<file path="config.mk">
export PLATFORM = sky130hd
export DESIGN_NAME = dpio_ports
export DESIGN_NICKNAME = d
export VERILOG_FILES = /design/src/dpio_pkg.sv /design/src/dpio_ports.sv /design/src/dpio_sync.sv
export VERILOG_INCLUDE_DIRS = /design/src /design/src/src
export SDC_FILE = /design/constraint.sdc
export NUM_CORES = 1
export LEC_CHECK = 0
export ABC_AREA = 1
export BUFFER_PORTS_ARGS = -buffer_cell sky130_fd_sc_hd__buf_2
export CAP_MARGIN = 15
export CORE_UTILIZATION = 55
export CTS_CLUSTER_SIZE = 8
export DETAILED_ROUTE_END_ITERATION = 10
export GPL_ROUTABILITY_DRIVEN = 0
export GPL_TIMING_DRIVEN = 0
export PLACE_DENSITY = 0.83
export RECOVER_POWER = 25
export SYNTH_ARGS = -nofsm -noshare
export SYNTH_HDL_FRONTEND = slang
export SYNTH_SLANG_ARGS = --single-unit
export TNS_END_PERCENT = 1
</file>
<file path="constraint.sdc">
create_clock -name i_clock -period 4.15 [get_ports i_clock]
set_input_delay 0.2075 -clock i_clock [delete_from_list [all_inputs] [get_ports i_clock]]
set_output_delay 0.2075 -clock i_clock [all_outputs]
set_load 0.01 [all_outputs]
</file>
<file path="src/dpio_regs.svh">
// Register map, field layout and reset values of the parallel I/O ports.
// Assumes inclusion by the package and the port module, once each.
`ifndef DPIO_REGS_SVH
`define DPIO_REGS_SVH

// Printed offsets are not all multiples of four: indices, byte = 4 * index
`define DPIO_IDX_A_LATCH 8'h00
`define DPIO_IDX_B_LATCH 8'h01
`define DPIO_IDX_A_DIR 8'h04
`define DPIO_IDX_B_DIR 8'h05
`define DPIO_IDX_A_PDI 8'h10
`define DPIO_IDX_B_PDI 8'h11
`define DPIO_ADDR_W 8
`define DPIO_A_WIDTH 8
`define DPIO_B_WIDTH 6
`define DPIO_DIR_RESET 8'h00
`define DPIO_PDI_RESET 8'h00
`define DPIO_PDI_OPTION_SET 8'hFF
`define DPIO_IRQ_PINS 4
`define DPIO_RESP_OKAY 2'b00
`define DPIO_RESP_SLVERR 2'b10

`endif

</file>
<file path="src/dpio_pkg.sv">
// Types shared by the parallel I/O port block.
// Assumes the register header sits beside it.
`include "dpio_regs.svh"

package dpio_pkg;

    typedef struct packed {
        logic [7:0] drive;
        logic [7:0] enable;
        logic [7:0] pull_off;
    } dpio_pin_ctl_type;

    typedef struct packed {
        logic [31:0] data;
        logic [1:0] resp;
    } dpio_rresp_type;

    typedef enum logic [1:0] {
        DPIO_WR_IDLE = 2'b00,
        DPIO_WR_RESP = 2'b01
    } dpio_wr_state_type;

endpackage

</file>
<file path="src/dpio_ports.sv">
// Two parallel I/O ports (8-bit and 6-bit) behind an AXI4-Lite slave.
// Assumes pins arrive asynchronously and a single 125 MHz clock.
//
// The implementer's own choice: the AXI4-Lite register port.
`timescale 1ns/1ns
`include "dpio_regs.svh"

module dpio_ports (
    input wire logic i_clock,
    input wire logic i_rst,
    input wire logic i_clk_en,
    input wire logic i_pulldown_reset_default_option,
    input wire logic i_port_interrupt_option,
    input wire logic [7:0] i_first_port_bits,
    input wire logic [5:0] i_second_port_bits,
    output logic [7:0] o_first_port_bits,
    output logic [7:0] o_first_port_bits_oe,
    output logic [7:0] o_first_port_pull_disable_bits,
    output logic [5:0] o_second_port_bits,
    output logic [5:0] o_second_port_bits_oe,
    output logic [5:0] o_second_port_pull_disable_bits,
    output logic [3:0] o_ext_irq_pins,
    input wire logic [9:0] s_axi_awaddr,
    input wire logic s_axi_awvalid,
    output logic s_axi_awready,
    input wire logic [31:0] s_axi_wdata,
    input wire logic [3:0] s_axi_wstrb,
    input wire logic s_axi_wvalid,
    output logic s_axi_wready,
    output logic [1:0] s_axi_bresp,
    output logic s_axi_bvalid,
    input wire logic s_axi_bready,
    input wire logic [9:0] s_axi_araddr,
    input wire logic s_axi_arvalid,
    output logic s_axi_arready,
    output logic [31:0] s_axi_rdata,
    output logic [1:0] s_axi_rresp,
    output logic s_axi_rvalid,
    input wire logic s_axi_rready
);
    import dpio_pkg::*;

    logic [7:0] a_latch_q, a_dir_q, a_pdi_q;
    logic [5:0] b_latch_q, b_dir_q, b_pdi_q;
    logic [7:0] a_pin_s;
    logic [5:0] b_pin_s;
    logic [9:0] awaddr_q;
    logic aw_held_q, w_held_q;
    logic [31:0] wdata_q;
    logic wstrb0_q;
    dpio_wr_state_type wr_state_q;
    dpio_rresp_type rd_d;
    logic rst_seen_q;
    // Port B latch written at least once since power-up
    logic b_loaded_q = 1'b0;

    // Pin levels pass two flops before any read logic
    dpio_sync #(.WIDTH(8)) u_sync_a (
        .i_clock(i_clock),
        .i_rst(i_rst),
        .i_enable(i_clk_en),
        .i_async(i_first_port_bits),
        .o_sync(a_pin_s)
    );
    dpio_sync #(.WIDTH(6)) u_sync_b (
        .i_clock(i_clock),
        .i_rst(i_rst),
        .i_enable(i_clk_en),
        .i_async(i_second_port_bits),
        .o_sync(b_pin_s)
    );

    // Write decode
    // Only handshaked items count, so nothing is taken while ready is low
    wire aw_have = aw_held_q | (s_axi_awvalid & s_axi_awready);
    wire w_have = w_held_q | (s_axi_wvalid & s_axi_wready);
    wire [9:0] aw_addr = aw_held_q ? awaddr_q : s_axi_awaddr;
    wire [31:0] w_data = w_held_q ? wdata_q : s_axi_wdata;
    wire w_lane0 = w_held_q ? wstrb0_q : s_axi_wstrb[0];
    wire wr_fire = i_clk_en && !i_rst && (wr_state_q == DPIO_WR_IDLE)
        && aw_have && w_have;
    wire [7:0] wr_idx = aw_addr[9:2];
    wire wr_aligned = (aw_addr[1:0] == 2'b00);
    wire wr_hit_a_l = wr_aligned && (wr_idx == `DPIO_IDX_A_LATCH);
    wire wr_hit_b_l = wr_aligned && (wr_idx == `DPIO_IDX_B_LATCH);
    wire wr_hit_a_d = wr_aligned && (wr_idx == `DPIO_IDX_A_DIR);
    wire wr_hit_b_d = wr_aligned && (wr_idx == `DPIO_IDX_B_DIR);
    wire wr_hit_a_p = wr_aligned && (wr_idx == `DPIO_IDX_A_PDI);
    wire wr_hit_b_p = wr_aligned && (wr_idx == `DPIO_IDX_B_PDI);
    wire wr_mapped = wr_hit_a_l | wr_hit_b_l | wr_hit_a_d | wr_hit_b_d
        | wr_hit_a_p | wr_hit_b_p;
    wire wr_en = wr_fire && w_lane0;

    // Read decode
    wire [7:0] rd_idx = s_axi_araddr[9:2];
    wire rd_aligned = (s_axi_araddr[1:0] == 2'b00);
    wire rd_fire = i_clk_en && s_axi_arvalid && !s_axi_rvalid;
    // Output bits read the latch; inputs read the pin
    wire [7:0] a_view = (a_dir_q & a_latch_q) | (~a_dir_q & a_pin_s);
    wire [5:0] b_view = (b_dir_q & b_latch_q) | (~b_dir_q & b_pin_s);

    always_comb begin
        rd_d.data = 32'h0000_0000;
        rd_d.resp = `DPIO_RESP_OKAY;
        if (!rd_aligned) begin
            rd_d.resp = `DPIO_RESP_SLVERR;
        end else begin
            case (rd_idx)
                `DPIO_IDX_A_LATCH: rd_d.data[7:0] = a_view;
                // Upper port B bits read zero
                `DPIO_IDX_B_LATCH: rd_d.data[5:0] = b_view;
                `DPIO_IDX_A_DIR: rd_d.data[7:0] = a_dir_q;
                `DPIO_IDX_B_DIR: rd_d.data[5:0] = b_dir_q;
                `DPIO_IDX_A_PDI: rd_d.data = 32'h0000_0000;
                `DPIO_IDX_B_PDI: rd_d.data = 32'h0000_0000;
                default: rd_d.resp = `DPIO_RESP_SLVERR;
            endcase
        end
    end

    // AXI write channel holding and response
    always_ff @(posedge i_clock) begin
        if (i_rst) begin
            aw_held_q <= 1'b0;
            w_held_q <= 1'b0;
            awaddr_q <= '0;
            wdata_q <= '0;
            wstrb0_q <= 1'b0;
            wr_state_q <= DPIO_WR_IDLE;
            s_axi_bvalid <= 1'b0;
            s_axi_bresp <= `DPIO_RESP_OKAY;
        end else if (i_clk_en) begin
            case (wr_state_q)
                DPIO_WR_IDLE: begin
                    if (wr_fire) begin
                        aw_held_q <= 1'b0;
                        w_held_q <= 1'b0;
                        s_axi_bvalid <= 1'b1;
                        s_axi_bresp <= wr_mapped ? `DPIO_RESP_OKAY
                            : `DPIO_RESP_SLVERR;
                        wr_state_q <= DPIO_WR_RESP;
                    end else begin
                        if (s_axi_awvalid && s_axi_awready) begin
                            aw_held_q <= 1'b1;
                            awaddr_q <= s_axi_awaddr;
                        end
                        if (s_axi_wvalid && s_axi_wready) begin
                            w_held_q <= 1'b1;
                            wdata_q <= s_axi_wdata;
                            wstrb0_q <= s_axi_wstrb[0];
                        end
                    end
                end
                DPIO_WR_RESP: begin
                    if (s_axi_bready) begin
                        s_axi_bvalid <= 1'b0;
                        wr_state_q <= DPIO_WR_IDLE;
                    end
                end
                default: wr_state_q <= DPIO_WR_IDLE;
            endcase
        end
    end

    // Channel readies are registered; high while idle and not yet held
    always_ff @(posedge i_clock) begin
        if (i_rst) begin
            s_axi_awready <= 1'b0;
            s_axi_wready <= 1'b0;
        end else if (i_clk_en) begin
            s_axi_awready <= (wr_state_q == DPIO_WR_RESP && s_axi_bready)
                || (wr_state_q == DPIO_WR_IDLE && !wr_fire
                && !(aw_held_q || s_axi_awvalid && s_axi_awready));
            s_axi_wready <= (wr_state_q == DPIO_WR_RESP && s_axi_bready)
                || (wr_state_q == DPIO_WR_IDLE && !wr_fire
                && !(w_held_q || s_axi_wvalid && s_axi_wready));
        end
    end

    // Read channel: one cycle from address to data
    always_ff @(posedge i_clock) begin
        if (i_rst) begin
            s_axi_arready <= 1'b0;
            s_axi_rvalid <= 1'b0;
            s_axi_rdata <= 32'h0000_0000;
            s_axi_rresp <= `DPIO_RESP_OKAY;
        end else if (i_clk_en) begin
            s_axi_arready <= 1'b0;
            if (rd_fire && !s_axi_arready) begin
                s_axi_arready <= 1'b1;
            end
            if (s_axi_arvalid && s_axi_arready) begin
                s_axi_rvalid <= 1'b1;
                s_axi_rdata <= rd_d.data;
                s_axi_rresp <= rd_d.resp;
            end else if (s_axi_rvalid && s_axi_rready) begin
                s_axi_rvalid <= 1'b0;
            end
        end
    end

    // One latch per pin of ports A and B; software writable
    // Latches have no reset; writes land whatever the direction
    always_ff @(posedge i_clock) begin
        if (wr_en && wr_hit_a_l) begin
            a_latch_q <= w_data[7:0];
        end
        if (wr_en && wr_hit_b_l) begin
            b_latch_q <= w_data[5:0];
            b_loaded_q <= 1'b1;
        end
    end

    // Catch the reset-default option at reset release
    always_ff @(posedge i_clock) begin
        if (i_rst) begin
            rst_seen_q <= 1'b1;
        end else if (i_clk_en) begin
            rst_seen_q <= 1'b0;
        end
    end

    // Directions clear on reset; port B too
    always_ff @(posedge i_clock) begin
        if (i_rst) begin
            a_dir_q <= `DPIO_DIR_RESET;
            b_dir_q <= 6'h00;
            a_pdi_q <= `DPIO_PDI_RESET;
            b_pdi_q <= 6'h00;
        end else if (i_clk_en) begin
            if (rst_seen_q && i_pulldown_reset_default_option) begin
                // Option inhibits A pulldowns; and B
                a_pdi_q <= `DPIO_PDI_OPTION_SET;
                b_pdi_q <= 6'h3F;
            end else begin
                if (wr_en && wr_hit_a_p) begin
                    a_pdi_q <= w_data[7:0];
                end
                if (wr_en && wr_hit_b_p) begin
                    b_pdi_q <= w_data[5:0];
                end
            end
            if (wr_en && wr_hit_a_d) begin
                a_dir_q <= w_data[7:0];
            end
            if (wr_en && wr_hit_b_d) begin
                b_dir_q <= w_data[5:0];
            end
        end
    end

    // Drivers follow direction; pulldowns only matter on inputs
    always_ff @(posedge i_clock) begin
        if (i_rst) begin
            o_first_port_bits <= 8'h00;
            o_first_port_bits_oe <= 8'h00;
            o_first_port_pull_disable_bits <= 8'h00;
            o_second_port_bits <= 6'h00;
            o_second_port_bits_oe <= 6'h00;
            o_second_port_pull_disable_bits <= 6'h00;
            o_ext_irq_pins <= 4'h0;
        end else if (i_clk_en) begin
            o_first_port_bits <= a_latch_q;
            o_first_port_bits_oe <= a_dir_q;
            o_first_port_pull_disable_bits <= a_pdi_q | a_dir_q;
            o_second_port_bits <= b_latch_q;
            o_second_port_bits_oe <= b_dir_q;
            o_second_port_pull_disable_bits <= b_pdi_q | b_dir_q;
            // Pins 0-3 routed to interrupt logic
            o_ext_irq_pins <= i_port_interrupt_option
                ? a_pin_s[3:0] : 4'h0;
        end
    end

    // Software orders latch before direction; no hardware check

    property p_dir_reset;
        @(posedge i_clock) i_rst |=> (a_dir_q == 8'h00 && b_dir_q == 6'h00);
    endproperty
    a_dir_reset: assert property (p_dir_reset)
        else $error("direction not cleared by reset");

    property p_oe_follows_dir;
        @(posedge i_clock) disable iff (i_rst)
        i_clk_en |=> (o_first_port_bits_oe == $past(a_dir_q));
    endproperty
    a_oe_follows_dir: assert property (p_oe_follows_dir)
        else $error("port A enable does not follow direction");

    property p_rd_a;
        @(posedge i_clock) disable iff (i_rst)
        i_clk_en && s_axi_arvalid && s_axi_arready
        && s_axi_araddr == 10'h000
        |=> s_axi_rvalid && s_axi_rdata[7:0] == $past(a_view);
    endproperty
    a_rd_a: assert property (p_rd_a)
        else $error("port A read data wrong");

    property p_rd_b_top;
        @(posedge i_clock) disable iff (i_rst)
        i_clk_en && s_axi_arvalid && s_axi_arready
        && (s_axi_araddr == 10'h004 || s_axi_araddr == 10'h014)
        |=> s_axi_rdata[31:6] == 26'h000_0000;
    endproperty
    a_rd_b_top: assert property (p_rd_b_top)
        else $error("unimplemented read bits not zero");

    property p_latch_write;
        @(posedge i_clock) disable iff (i_rst)
        wr_en && wr_hit_a_l |=> a_latch_q == $past(w_data[7:0]);
    endproperty
    a_latch_write: assert property (p_latch_write)
        else $error("port A latch write lost");

    property p_latch_keep;
        @(posedge i_clock) i_rst && b_loaded_q && !(wr_en && wr_hit_b_l)
        |=> b_latch_q == $past(b_latch_q);
    endproperty
    a_latch_keep: assert property (p_latch_keep)
        else $error("port B latch changed by reset");

    property p_pdi_option;
        @(posedge i_clock) disable iff (i_rst)
        i_clk_en && rst_seen_q && i_pulldown_reset_default_option
        |=> a_pdi_q == 8'hFF && b_pdi_q == 6'h3F;
    endproperty
    a_pdi_option: assert property (p_pdi_option)
        else $error("option did not inhibit pulldowns");

    property p_irq_gate;
        @(posedge i_clock) disable iff (i_rst)
        i_clk_en && !i_port_interrupt_option |=> o_ext_irq_pins == 4'h0;
    endproperty
    a_irq_gate: assert property (p_irq_gate)
        else $error("interrupt pins active without option");

    property p_pdi_read_zero;
        @(posedge i_clock) disable iff (i_rst)
        i_clk_en && s_axi_arvalid && s_axi_arready
        && s_axi_araddr == 10'h040 |=> s_axi_rdata == 32'h0000_0000;
    endproperty
    a_pdi_read_zero: assert property (p_pdi_read_zero)
        else $error("inhibit register read not zero");
endmodule

</file>
<file path="src/dpio_sync.sv">
// Two-flop synchroniser for the asynchronous pin levels.
// Assumes one clock; the enable freezes both stages.
`timescale 1ns/1ns

module dpio_sync #(
    parameter int WIDTH = 8
) (
    input wire logic i_clock,
    input wire logic i_rst,
    input wire logic i_enable,
    input wire logic [WIDTH-1:0] i_async,
    output logic [WIDTH-1:0] o_sync
);
    logic [WIDTH-1:0] meta_q;

    initial begin
        if (WIDTH < 1) begin
            $error("dpio_sync: WIDTH must be positive");
        end
    end

    always_ff @(posedge i_clock) begin
        if (i_rst) begin
            meta_q <= '0;
            o_sync <= '0;
        end else if (i_enable) begin
            meta_q <= i_async;
            o_sync <= meta_q;
        end
    end
endmodule

</file>
==> run summary <==
The final reports fail on DRC. The tools report the area enclosed by the die boundary as 12500 um^2. The leakage power figure is 3.64 nW. The relative area change from synthesis to final layout is 21.0%, and the number of levels the H-tree was split into is 4.

The largest net degree at the start of global routing was 17. The flow ran to the end, but the final reports show violations. The maximum ir drop on the vdd rail is 0.270 mV, and the summed instance area of the synthesized netlist is 6640 um^2.

After clock tree synthesis, the setup repair step added 0 buffers. The detailed router placed 6474 vias in this run. Root buffer selected by CTS: sky130_fd_sc_hd__clkbuf_16.

Counting along the longest clock path gives a buffer depth of 2. Type of the worst setup path: flop to flop. The slew at the pin closest to its max-slew limit came out at 0.808 ns. The smallest clock period supported by the final layout is computed as 2.44 ns. The first global-routing pass estimated 29.5 mm of wire. Period utilization: 58.9%. Row generation in the floorplan step produced 39 rows. The later pin in the worst-skew pair is clocked with a latency of 0.43 ns. The launching element type of the critical path was a flop.

The run gives 584 as the first-iteration detailed-routing DRC count. The biggest area contributor in the post-synthesis netlist is sky130_fd_sc_hd__dfxtp_1. The commonest cells after synthesis are sky130_fd_sc_hd__nor2_1 (206), sky130_fd_sc_hd__nand2_1 (192), sky130_fd_sc_hd__dfxtp_1 (139).

For the number of hold violations in the final report, the log shows 0. The repair_antennas step left the layout with diodes totalling 0. Pin placement for this block handled 167 I/O pins. The logs give 13.3 mm for the HPWL reported at the end of detailed placement and 45.7% for the max-slew headroom at the worst pin. For this configuration, the core starts out at a cell density of 57.2%. Counting every instance in the synthesized netlist gives 907. For the first-pass iteration count of the detailed router, the log shows 9. The endpoint class of the critical path is a flop. Counting every sink on the clock net gives 153. The tools report the number of buffers created by CTS as 17.

TritonCTS built the clock tree. The tightest min-delay check is of the input pin to flop type. The maximum fanout along the worst path came out at 10. Timing would allow up to 409 MHz. The detail route stage leaves a number of antenna-violating nets equal to 0. Data on the critical path is required at its endpoint by 4.20 ns. For this run, the share of the core covered by cells in the final layout is 69.2%.

Among all flip-flop cells after synthesis, the most frequent one is sky130_fd_sc_hd__dfxtp_1. The share of synthesized area in the top cell type comes to 41.9%. After synthesis, the share of flip-flops with an asynchronous set or reset is 0%. Setup total negative slack on the finished layout was measured at 0 ns. Number of gates given a new drive strength after cts: 0. Global routing finished with a remaining overflow of 0. For the worst setup path, the data arrival time is 2.49 ns. Setup repair after global routing left no endpoint under its margin.

Counting the fill cells in the layout gives 1012. The total of warnings raised by yosys is 0. Counting flops with a built-in enable in the synthesized netlist gives 14. For this design the ratio of total power to cell area is 434 nW/um^2.

For this run, the total global-route usage over all layers was measured as 30.7%. For this block, the routed nets add up to 18.5 mm of wire. Number of port buffers: 112.

Number of distinct standard cells referenced by the synthesized netlist: 31. The count of final max-slew check failures came out at 0. Fraction of layout cells with a size suffix above 1: 15.5%. Buffers inserted to repair hold after CTS numbered 2.

In this run the vertical extent of the chip is 112 um. The clock slew at the register clock pins of the worst setup and hold paths is 0.06 ns. The tools report the number of endpoints failing setup at the final stage as 0. In the routed layout, each cell is associated on average with a via count of 5.30.

Synthesis inferred 153 register bits. Across the run, the number of max-cap violations was 0. The initial antenna violation count is 0.

The synthesized area divided by synthesized cell count was 7.32 um^2; the post-synthesis sequential area ratio was 48.2%. The core region area came out at 11600 um^2. By area the synthesized netlist is led by sky130_fd_sc_hd__dfxtp_1 (42%), sky130_fd_sc_hd__nor2_1 (12%), sky130_fd_sc_hd__nand2_1 (11%), sky130_fd_sc_hd__o21ai_0 (7.4%), sky130_fd_sc_hd__edfxtp_1 (6.3%). The final layout contains 1145 nets.

The cell with the most instances after synthesis was sky130_fd_sc_hd__nor2_1. The width of the die is 112 um, and the via count of the first global-routing pass is 6039. In the routed design, unresolved DRC markers number 13.

After detailed routing, the average wire length per cell comes to 15.2 um. Power comes to 3.48 mW. On the final layout, the worst clock skew is 0.00785 ns.
## cell families (layout without fill, tap and decap cells)
group	count (synthesis)	after routing	share of synthesized area, %
and+or+nand+nor	469	469	29.9
AOI/OAI and AO/OA	157	157	12.7
DFF	153	153	48.2
buffers and inverters	127	273	9.17
other	1	26	0.0565
## flip-flops by register name, summed over array words and instances, names as in the netlist, 8 cells and up
register / count
a_latch_q: 8
o_first_port_bits_oe: 8
a_pdi_q: 8
u_sync_a.meta_q: 8
u_sync_a.o_sync: 8
o_first_port_bits: 8
o_first_port_pull_disable_bits: 8
awaddr_q: 10
a_dir_q: 8
wdata_q: 8
s_axi_rdata: 8
## stage by stage
step | cell area [um^2] | setup slack, ns | cells | hold slack [ns]
floorplan | 6740 | 2.17 | 932 | 0.342
global placement | 7470 | 1.77 | 1187 | 0.432
detailed placement | 7470 | 1.74 | 1187 | 0.441
CTS | 8090 | 1.72 | 1221 | 0.00173
global route | 8040 | 1.57 | 1221 | 0.0150
finish | 8040 | 1.71 | 1221 | 0.00436
## worst paths after layout
path,end,startpoint,cells past startpoint,slack (ns)
min,u_sync_a.meta_q[1],i_first_port_bits[1],3,0.004
min reg2reg,awaddr_q[2],awaddr_q[2],2,0.45
max,a_latch_q[4],w_held_q,7,1.71
max reg2reg,a_latch_q[4],w_held_q,7,1.71
## metal layers
metal  global-route usage (%)  up-vias  share of wire, %
met3                     6.26       63               8.0
li1                         -     3178                 -
met2                     51.8      307                47
met5                        0        -                 0
met4                     16.2        0               4.0
met1                     37.1     2926                41
## report_power, final
part | leakage [nW] | switching (mW) | internal, mW
clock | 0.286 | 0.624 | 0.920
combinational | 2.09 | 0.223 | 0.121
sequential | 1.27 | 0.0391 | 1.56
total | 3.64 | 0.886 | 2.60
## layout by cell type, fill, tap and decap left out, types with 8 or more instances in the layout
cell type / instances
sky130_fd_sc_hd__nor2_1: 206
sky130_fd_sc_hd__nand2_1: 192
sky130_fd_sc_hd__dfxtp_1: 139
sky130_fd_sc_hd__o21ai_0: 98
sky130_fd_sc_hd__buf_2: 77
sky130_fd_sc_hd__clkbuf_1: 69
sky130_fd_sc_hd__inv_1: 54
sky130_fd_sc_hd__buf_4: 27
sky130_fd_sc_hd__a21oi_1: 27
sky130_fd_sc_hd__conb_1: 26
sky130_fd_sc_hd__nand4_1: 18
sky130_fd_sc_hd__clkbuf_16: 17
sky130_fd_sc_hd__nor3_1: 16
sky130_fd_sc_hd__o21ai_1: 14
sky130_fd_sc_hd__a211oi_1: 14
sky130_fd_sc_hd__edfxtp_1: 14
sky130_fd_sc_hd__nand3_1: 13
sky130_fd_sc_hd__nand2_2: 8
## critical path, cell delays in order, from the launching register on
cell and delay, ns:
sky130_fd_sc_hd__dfxtp_1 0.31, sky130_fd_sc_hd__inv_1 0.06, sky130_fd_sc_hd__clkbuf_1 0.38, sky130_fd_sc_hd__a21boi_2 0.17, sky130_fd_sc_hd__nor2_8 0.22, sky130_fd_sc_hd__buf_2 0.24, sky130_fd_sc_hd__inv_1 0.07, sky130_fd_sc_hd__nor2_1 0.60
## final cells by class
type / instances / area [um^2] / area share [%]
timing repair buffer: 114 / 531 / 6.60
clock inverter: 13 / 141 / 1.76
inverter: 59 / 221 / 2.76
sequential: 153 / 3200 / 39.9
clock buffer: 19 / 453 / 5.64
tap: 143 / 179 / 2.23
buffer: 68 / 385 / 4.80
multi-input combinational: 652 / 2920 / 36.4
Note: power is estimated with default switching activity, not from simulation.
